File: src/logic/driver_status_pkg.sv
/*
 * Package for the driver status word: register index, bit positions, field widths and timing counts.
 * Assumes a single core clock at 40 MHz shared by every user of the package.
 */
package driver_status_pkg;

    // ------------------------------------------------------------------
    // Register map
    // ------------------------------------------------------------------
    localparam logic [6:0] STATUS_ADDR     = 7'h6F;
    localparam int         STATUS_W        = 32;

    // ------------------------------------------------------------------
    // Bit positions
    // ------------------------------------------------------------------
    localparam int BIT_STANDSTILL = 31;
    localparam int BIT_QUIET_MODE = 30;
    localparam int CS_LSB         = 16;
    localparam int CS_W           = 5;
    localparam int TEMP_LSB       = 8;
    localparam int TEMP_W         = 4;
    localparam int BIT_OPEN_B     = 7;
    localparam int BIT_OPEN_A     = 6;
    localparam int BIT_LS_B       = 5;
    localparam int BIT_LS_A       = 4;
    localparam int BIT_GND_B      = 3;
    localparam int BIT_GND_A      = 2;
    localparam int BIT_OVERHEAT   = 1;
    localparam int BIT_PREWARN    = 0;

    // ------------------------------------------------------------------
    // Timing
    // ------------------------------------------------------------------
    localparam int STANDSTILL_LOG2   = 20;
    localparam int STANDSTILL_CYCLES = 1 << STANDSTILL_LOG2;
    localparam int OFF_TIME_SETTING_W            = 4;
    localparam logic [3:0] OFF_TIME_SETTING_OFF  = 4'h0;

    // ------------------------------------------------------------------
    // Types
    // ------------------------------------------------------------------
    typedef enum logic {
        CHOP_CURRENT,
        CHOP_QUIET
    } chop_mode_t;

    typedef struct packed {
        logic lowside_short_phase_b;
        logic lowside_short_phase_a;
        logic ground_short_phase_b;
        logic ground_short_phase_a;
    } short_flags_t;

    typedef struct packed {
        logic            step_pulse;
        logic            quiet_mode;
        logic [CS_W-1:0] current_scale;
        logic [TEMP_W-1:0] temp_levels;
        logic            open_load_b;
        logic            open_load_a;
        short_flags_t    short_detect;
        logic            overheat;
        logic            prewarn;
    } driver_sense_t;

endpackage : driver_status_pkg

File: src/logic/driver_status_flags.sv
/*
 * Driver status word: gathers standstill, chopper mode, current scale, temperature, open-load,
 * latched short-circuit and overtemperature indications and returns them on a register read.
 * Assumes all sense inputs are synchronous to core_clk_in and the serial front end supplies the 7-bit register address.
 */
// Behaviour
// Standstill bit after 2^20 idle clocks.
// Bit 30 shows quiet chopper active.
// Bits 20..16 return current scale.
// Bits 11..8 show temperature comparator levels.
// Open-load bits informational, no protective action.
// Software checks open load during slow motion.
// Low-side short sets bit 5/4, disables.
// Ground short sets bit 3/2, disables.
// Shorts latched until off-time zero or enable.
// Separate short flags per chopper mode.
// Overheat bit 1 disables until prewarn clears.
// Bit 0 shows shared prewarning.
// Word read-only, reserved bits read zero.
`timescale 1ns/1ps
module driver_status_flags
    import driver_status_pkg::*;
#(
    parameter int STANDSTILL_LIMIT = STANDSTILL_CYCLES
)(
    // Clock and reset
    input  wire logic                core_clk_in,
    input  wire logic                reset_n_in,
    // Register access
    input  wire logic                reg_read_in,
    input  wire logic                reg_write_in,
    input  wire logic [6:0]          reg_addr_in,
    input  wire logic [OFF_TIME_SETTING_W-1:0]   off_time_setting_in,
    input  wire logic                driver_enable_low_input_in,
    // Sensed driver state
    input  wire driver_sense_t       sense_in,
    // Read data
    output logic [STATUS_W-1:0]      read_data_out,
    output logic                     read_valid_out,
    // Driver control
    output logic                     bridge_disable_out
);

    logic         standstill;
    short_flags_t short_quiet_reg;
    short_flags_t short_quiet_next;
    short_flags_t short_curr_reg;
    short_flags_t short_curr_next;
    logic         overheat_hold_reg;
    logic         overheat_hold_next;
    logic [STATUS_W-1:0] data_reg;
    logic [STATUS_W-1:0] data_next;
    logic         valid_reg;
    logic         valid_next;
    logic         disable_reg;
    logic         disable_next;
    short_flags_t shown_short;
    logic         release_shorts;
    chop_mode_t   mode;

    // ------------------------------------------------------------------
    // Standstill timer
    // ------------------------------------------------------------------
    standstill_timer #(
        .LIMIT          (STANDSTILL_LIMIT)
    ) u_standstill (
        .core_clk_in    (core_clk_in),
        .reset_n_in     (reset_n_in),
        .step_in        (sense_in.step_pulse),
        .standstill_out (standstill)
    );

    // ------------------------------------------------------------------
    // Protection latches
    // ------------------------------------------------------------------
    always_comb
    begin
        mode           = sense_in.quiet_mode ? CHOP_QUIET : CHOP_CURRENT;
        release_shorts = (off_time_setting_in == OFF_TIME_SETTING_OFF) || driver_enable_low_input_in;
        short_quiet_next = short_quiet_reg;
        short_curr_next  = short_curr_reg;
        if (release_shorts)
        begin
            short_quiet_next = '0;
            short_curr_next  = '0;
        end
        else if (mode == CHOP_QUIET)
        begin
            short_quiet_next = short_quiet_reg | sense_in.short_detect;
        end
        else
        begin
            short_curr_next = short_curr_reg | sense_in.short_detect;
        end
        overheat_hold_next = overheat_hold_reg;
        if (sense_in.overheat)
        begin
            overheat_hold_next = 1'b1;
        end
        else if (!sense_in.prewarn)
        begin
            overheat_hold_next = 1'b0;
        end
        shown_short  = (mode == CHOP_QUIET) ? short_quiet_next : short_curr_next;
        disable_next = (|shown_short) || overheat_hold_next;
    end

    // ------------------------------------------------------------------
    // Status word
    // ------------------------------------------------------------------
    always_comb
    begin
        data_next  = data_reg;
        valid_next = 1'b0;
        if (reg_read_in && (reg_addr_in == STATUS_ADDR))
        begin
            data_next                            = '0;
            data_next[BIT_STANDSTILL]            = standstill;
            data_next[BIT_QUIET_MODE]            = (mode == CHOP_QUIET);
            data_next[CS_LSB +: CS_W]            = sense_in.current_scale;
            data_next[TEMP_LSB +: TEMP_W]        = sense_in.temp_levels;
            data_next[BIT_OPEN_B]                = sense_in.open_load_b;
            data_next[BIT_OPEN_A]                = sense_in.open_load_a;
            data_next[BIT_LS_B]                  = shown_short.lowside_short_phase_b;
            data_next[BIT_LS_A]                  = shown_short.lowside_short_phase_a;
            data_next[BIT_GND_B]                 = shown_short.ground_short_phase_b;
            data_next[BIT_GND_A]                 = shown_short.ground_short_phase_a;
            data_next[BIT_OVERHEAT]              = sense_in.overheat;
            data_next[BIT_PREWARN]               = sense_in.prewarn;
            valid_next                           = 1'b1;
        end
    end

    // ------------------------------------------------------------------
    // Protection registers
    // ------------------------------------------------------------------
    always_ff @(posedge core_clk_in)
    begin
        if (!reset_n_in)
        begin
            short_quiet_reg   <= '0;
            short_curr_reg    <= '0;
            overheat_hold_reg <= 1'b0;
            disable_reg       <= 1'b0;
        end
        else
        begin
            short_quiet_reg   <= short_quiet_next;
            short_curr_reg    <= short_curr_next;
            overheat_hold_reg <= overheat_hold_next;
            disable_reg       <= disable_next;
        end
    end

    // ------------------------------------------------------------------
    // Status word registers
    // ------------------------------------------------------------------
    always_ff @(posedge core_clk_in)
    begin
        if (!reset_n_in)
        begin
            data_reg  <= '0;
            valid_reg <= 1'b0;
        end
        else
        begin
            data_reg  <= data_next;
            valid_reg <= valid_next;
        end
    end

    assign read_data_out      = data_reg;
    assign read_valid_out     = valid_reg;
    assign bridge_disable_out = disable_reg;

endmodule : driver_status_flags

File: src/logic/standstill_timer.sv
/*
 * Counts clocks since the last step pulse and raises a standstill level once the limit is reached.
 * Assumes the step pulse is synchronous to the core clock.
 */
`timescale 1ns/1ps
module standstill_timer
    import driver_status_pkg::*;
#(
    parameter int LIMIT = STANDSTILL_CYCLES
)(
    // Clock and reset
    input  wire logic core_clk_in,
    input  wire logic reset_n_in,
    // Step activity
    input  wire logic step_in,
    // Standstill level
    output logic      standstill_out
);

    localparam int CNT_W = $clog2(LIMIT + 1);
    localparam logic [CNT_W-1:0] CNT_MAX = CNT_W'(LIMIT);

    logic [CNT_W-1:0] count_reg;
    logic [CNT_W-1:0] count_next;
    logic             stand_reg;
    logic             stand_next;

    // ------------------------------------------------------------------
    // Next state
    // ------------------------------------------------------------------
    always_comb
    begin
        count_next = count_reg;
        stand_next = stand_reg;
        if (step_in)
        begin
            count_next = '0;
            stand_next = 1'b0;
        end
        else if (count_reg != CNT_MAX)
        begin
            count_next = count_reg + CNT_W'(1);
            stand_next = (count_reg + CNT_W'(1)) == CNT_MAX;
        end
    end

    // ------------------------------------------------------------------
    // Registers
    // ------------------------------------------------------------------
    always_ff @(posedge core_clk_in)
    begin
        if (!reset_n_in)
        begin
            count_reg <= '0;
            stand_reg <= 1'b0;
        end
        else
        begin
            count_reg <= count_next;
            stand_reg <= stand_next;
        end
    end

    assign standstill_out = stand_reg;

endmodule : standstill_timer

File: config.mk
export PLATFORM = sky130hd
export DESIGN_NAME = driver_status_flags
export DESIGN_NICKNAME = d
export VERILOG_FILES = /design/src/logic/driver_status_pkg.sv /design/src/logic/driver_status_flags.sv /design/src/logic/standstill_timer.sv
export SDC_FILE = /design/constraint.sdc
export NUM_CORES = 1
export LEC_CHECK = 0
export BUFFER_PORTS_ARGS = -buffer_cell sky130_fd_sc_hd__buf_2
export CELL_PAD_IN_SITES_DETAIL_PLACEMENT = 1
export CELL_PAD_IN_SITES_GLOBAL_PLACEMENT = 1
export CORE_ASPECT_RATIO = 1.2
export CORE_MARGIN = 2
export CORE_UTILIZATION = 39
export DETAILED_ROUTE_END_ITERATION = 6
export PLACE_DENSITY_LB_ADDON = 0.1
export SETUP_SLACK_MARGIN = 0.2
export SLEW_MARGIN = 40
export SYNTH_ARGS = -nofsm -noshare
export SYNTH_HDL_FRONTEND = slang
export SYNTH_SLANG_ARGS = --single-unit
File: constraint.sdc
create_clock -name core_clk_in -period 5.95 [get_ports core_clk_in]
set_input_delay 1.19 -clock core_clk_in [delete_from_list [all_inputs] [get_ports core_clk_in]]
set_output_delay 1.19 -clock core_clk_in [all_outputs]
set_load 0.01 [all_outputs]
==> Word-level counts from Yosys, hierarchy flattened <==
Index checks and enable logic that the tools add are counted.
{ "word_totals": {"wordCells": 36, "mem_bits_rw": 0, "input_bits": 35, "regBits": 52, "mem_bits_ro": 0, "latchBits": 0, "n_memories": 0} }
{ "op_classes": {"magnitude_cmp": 0, "n_reduce_logical": 6, "bitwise": 3, "muxes": 9, "div_mod_pow": 0, "addsub": 1, "eq_ne": 3, "n_mul": 0, "shift": 0} }
{ "ops": {"columns": ["cell", "n"], "rows": [
  ["21-bit by 1-bit adder with 21-bit output, second input constant", 1],
  ["21-bit equality test, second input constant", 1],
  ["21-bit inequality test, second input constant", 1],
  ["4-bit two-way mux", 5],
  ["4-bit bitwise OR", 2],
  ["7-bit equality test, second input constant", 1],
  ["4-bit logical NOT", 1],
  ["1-bit two-way mux", 4],
  ["4-bit OR reduction", 1],
  ["1-bit logical OR", 2],
  ["2-bit OR reduction", 1],
  ["1-bit logical AND", 1],
  ["1-bit NOT", 1]
]} }

==> Logic depth before layout (Yosys ltp) <==
{ "depth": {"word_depth": 6, "depth_mapped": 9, "depth_no_buf": 8} }

==> Cells and area by module <==
A second synthesis with hierarchy kept.
{ "unflattened": {"cells_unflattened": 300, "area_unflattened_um2": 2491.1} }
{ "by_module_without_submodules": {"columns": ["mod", "cells_each", "area_each_um2", "seq_area_each_um2", "instances"], "rows": [
  ["driver_status_flags", 145, 1248.7, 600.6, 1],
  ["standstill_timer", 155, 1242.4, 440.4, 1]
]} }

==> Worst setup path after synthesis <==
No wires, ideal clock.
{ "synth_timing": {"path_kind": "input -> register", "startpoint": "in sense_in[17] in the netlist's numbering", "endpoint": "reg disable_reg, in the netlist bridge_disable_out", "path_stages": 5, "arrival_ps": 2328, "slack_ps": 3494, "path_cell_list": "clkbuf_1 -> mux2_2 -> o21a_1 -> nor4_1 -> a21boi_0"} }
{ "synth_via": {"elab_chain_cells": 6, "elab_cells_between_ends": 8} }
{ "synth_rtl": {"columns": ["item", "line", "text"], "rows": [
  ["from (decl)", "driver_status_flags.sv:36", "input wire driver_sense_t sense_in,"],
  ["1-bit two-way mux *", "driver_status_flags.sv:78", "mode = sense_in.quiet_mode ? CHOP_QUIET : CHOP_CURRENT;"],
  ["4-bit two-way mux", "driver_status_flags.sv:87", "else if (mode == CHOP_QUIET)"],
  ["4-bit two-way mux", "driver_status_flags.sv:82", "if (release_shorts)"],
  ["4-bit two-way mux *", "driver_status_flags.sv:104", "shown_short = (mode == CHOP_QUIET) ? short_quiet_next : short_curr_next;"],
  ["4-bit OR reduction *", "driver_status_flags.sv:105", "disable_next = (|shown_short) || overheat_hold_next;"],
  ["1-bit logical OR *", "driver_status_flags.sv:105", null],
  ["to (signal assigned)", "driver_status_flags.sv:151", "disable_reg <= disable_next;"],
  ["to (decl)", "driver_status_flags.sv:55", "logic disable_reg;"]
]} }
Mark *: on every way between the ends. The rest lies on a longest branch, timed or not.
A chain may end at the register's enable or synchronous reset.

==> Final worst setup path <==
{ "layout_timing": {"startpoint": "in reset_n_in", "endpoint": "reg u_standstill.stand_reg, in the netlist u_standstill.standstill_out"} }
{ "layout_via": {"elab_chain_cells": 2} }
{ "layout_rtl": {"columns": ["item", "line", "text"], "rows": [
  ["from (decl)", "driver_status_flags.sv:28", "input wire logic reset_n_in,"],
  ["1-bit NOT (no source line)", null, null],
  ["2-bit OR reduction (no source line)", null, null],
  ["to (signal assigned)", "standstill_timer.sv:60", "stand_reg <= stand_next;"],
  ["to (decl)", "standstill_timer.sv:25", "logic stand_reg;"]
]} }
No other way between the ends.

==> results.sh <==
export IMPL_yosysSeqAreaShare_pct=40.0
export IMPL_ant_nets=0
export IMPL_wl_um=5550
export IMPL_status="finished clean"
export IMPL_worstPathRequired_ns=6.20
export IMPL_topRoutingLayerUsed="met4"
export IMPL_final_cells=414
export IMPL_final_nets=365
export IMPL_cp_max_fo=25
export IMPL_m1WireLength_um=2420
export IMPL_hpwl_um=4220
export IMPL_clk_latency_ns=0.30
export IMPL_startpoint_type="primary input"
export IMPL_dieArea_mm2=0.00735
export IMPL_synthTopCellsByArea="dfxtp_1, mux2i_1, nor2_1"
export IMPL_pin_count=69
export IMPL_async_reset_ff_share_pct=0
export IMPL_r2r_start="u_standstill.count_reg[0]"
export IMPL_avgSynthCellArea_um2=9.14
export IMPL_stdcell_area_mm2=0.00297
export IMPL_wl_met3_um=290
export IMPL_die_y_um=93.5
export IMPL_drt_iter0_drc=52
export IMPL_gp_congestion=0.816
export IMPL_cts_resized=0
export IMPL_ctsHoldBuffers=0
export IMPL_min_period_ns=2.55
export IMPL_clk_pin_slew_ns=0.10
export IMPL_hp_class="reg2reg"
export IMPL_syn2layout_area_growth_pct=13.9
export IMPL_layout_drive_gt1_share_pct=24.0
export IMPL_syn_area_mm2=0.00260
export IMPL_worst_slew_pin_slew_ns=0.683
export IMPL_min_delay_start="short_curr_reg[2]"
export IMPL_hold_depth=2
export IMPL_p_int_uw=507
export IMPL_dr_pass1_iters=4
export IMPL_timing_fmax_mhz=392
export IMPL_antenna_cells=0
export IMPL_cts_root_buf="clkbuf_8"
export IMPL_rsz0062_at_grt="false"
export IMPL_setup_violations=0
export IMPL_yosys_top_cells_count="dfxtp_1, nor2_1, mux2i_1, nor2b_1, buf_4"
export IMPL_fin_hold_ws_ns=0.478
export IMPL_via_per_inst=4.87
export IMPL_finalCritPeriodShare_pct=42.9
export IMPL_rr_worst_depth=8
export IMPL_slew_viol_final=0
export IMPL_regArea_mm2=0.00104
export IMPL_ys_warn_count=0
export IMPL_hold_viol=0
export IMPL_first_global_vias=1947
export IMPL_largest_reg_flops=21
export IMPL_grtUsageTotal_pct=16.0
export IMPL_p_comb_share_pct=6.1
export IMPL_postCtsSetupBuffers=0
export IMPL_p_sw_share_pct=21.9
export IMPL_critPathCaptureType="flip-flop"
export IMPL_dp_cells=406
export IMPL_yosysTopAreaCell="dfxtp_1"
export IMPL_portBuffers=54
export IMPL_ff2ff_setup_slack_ns=3.57
export IMPL_fin_skew_ns=0.00560
export IMPL_drt_drc_violations_left=0
export IMPL_syn_inst=285
export IMPL_start_util_pct=40.4
export IMPL_p_switching_uw=142
export IMPL_overflow=0
export IMPL_power_frac_clock_pct=39.4
export IMPL_seqPwrFrac_pct=54.5
export IMPL_cts_tree="done"
export IMPL_cts_buffers=5
export IMPL_vias=2015
export IMPL_tns_ns=0
export IMPL_synth_top_area_share_pct=40.0
export IMPL_arrival_ns=2.80
export IMPL_multiInputGateArea_mm2=0.00141
export IMPL_nFillCells=796
export IMPL_timing_rr_end="u_standstill.standstill_out"
export IMPL_grt_pass1_wl_um=9400
export IMPL_wl_per_cell_um=13.4
export IMPL_synth_edf_count=0
export IMPL_antenna_found_initial=0
export IMPL_crit_type="in2reg"
export IMPL_cap_viol_max_count=0
export IMPL_leakage_uw=0.00114
export IMPL_grt_max_degree=26
export IMPL_row_count=32
export IMPL_dpl_instance_area_mm2=0.00285
export IMPL_coreArea_mm2=0.00645
export IMPL_synth_most_common_cell="dfxtp_1"
export IMPL_synth_cell_types=48
export IMPL_min_to="short_curr_reg[2]"
export IMPL_die_x_um=78.6
export IMPL_ys_ff_latch=52
export IMPL_powerDensity_mw_per_mm2=219
export IMPL_ir_drop_mv=0.0897
export IMPL_synth_flop_cell="dfxtp_1"
export IMPL_clock_sinks=52
export IMPL_slew_headroom_pct=54.5
export IMPL_wl_met2_um=2770
export IMPL_clockBufferDepth=2
export IMPL_htreeDepth=2
[per-stage QoR]
step	util, %	power [uW]	setup slack (ns)
after CTS	46.0	662	3.37
after global placement	44.1	401	3.03
after global routing	46.0	681	3.19
after detailed placement	44.1	402	3.05
after floorplan	-	391	3.49
final	46.0	649	3.40
[power by group through the flow]
stage	sequential, uW	combinational [uW]	clock (uW)
2_1_floorplan	362	29.5	0
5_1_grt	355	45.2	281
4_1_cts	354	40.3	268
6_report	354	39.6	256
3_3_place_gp	362	39.5	0
3_5_place_dp	362	40.1	0
[routing by layer]
| metal | track usage (%) | up-vias |
|---|---|---|
| li1 | - | 1016 |
| met1 | 19.9 | 950 |
| met2 | 27.6 | 42 |
| met3 | 3.28 | 7 |
| met4 | 5.26 | 0 |
| met5 | 0 | - |
[cells in the final DEF, fill, tap and decap left out, types with 2 or more instances in the layout]
| cell | netlist | routed |
|---|---|---|
| a21boi_0 | 2 | 2 |
| a21oi_1 | 10 | 10 |
| a31oi_1 | 3 | 3 |
| and2_1 | 2 | 2 |
| buf_2 | 6 | 54 |
| clkbuf_8 | 0 | 6 |
| conb_1 | 1 | 13 |
| dfxtp_1 | 52 | 52 |
| ha_1 | 2 | 2 |
| inv_1 | 4 | 4 |
| mux2_2 | 4 | 4 |
| mux2i_1 | 20 | 20 |
| nand2_1 | 14 | 14 |
| nand2b_1 | 2 | 2 |
| nand3_1 | 11 | 11 |
| nand4_1 | 3 | 3 |
| nor2_1 | 38 | 37 |
| nor2b_1 | 20 | 20 |
| nor3_1 | 7 | 7 |
| nor4_1 | 4 | 4 |
| nor4_4 | 2 | 2 |
| o2111ai_1 | 2 | 2 |
| o21a_1 | 4 | 4 |
| o31ai_1 | 2 | 2 |
| or2_2 | 2 | 2 |
| xnor2_1 | 14 | 14 |
| xor2_1 | 11 | 11 |
[final cells by class]
type	count	share of cell area, %
inverter	4	0.506
tap	85	3.58
timing repair buffer	55	9.36
sequential	52	35.1
clock buffer	6	2.78
multi-input combinational	210	47.4
clock inverter	2	1.31
[kinds of logic after synthesis]
group / after synthesis / synth area share [%]
flops: 52 / 40.0
simple gates: 119 / 26.3
xor+xnor: 25 / 8.41
compound gates: 26 / 6.44
fa+ha+maj: 2 / 0.960
other cells: 1 / 0.144
mux: 25 / 9.85
buf+inv: 35 / 7.93
[worst max-delay path, cell delays in order]
cell and delay, ns:
buf_2 0.31, nand2b_1 0.19, or2_1 0.52, nor4_1 0.40, a31o_1 0.17
[how the worst max path moves through the flow]
| stage | start | end | slack, ns | cells past startpoint |
|---|---|---|---|---|
| after global placement | reset_n_in | u_standstill.standstill_out | 3.03 | 5 |
| after CTS | reset_n_in | u_standstill.standstill_out | 3.37 | 5 |
| after detailed placement | reset_n_in | u_standstill.standstill_out | 3.05 | 5 |
| after floorplan | sense_in[17] | bridge_disable_out | 3.49 | 5 |
| after global routing | reset_n_in | u_standstill.standstill_out | 3.19 | 5 |
| final | reset_n_in | u_standstill.standstill_out | 3.40 | 5 |
Note: power is estimated with default switching activity, not from simulation.
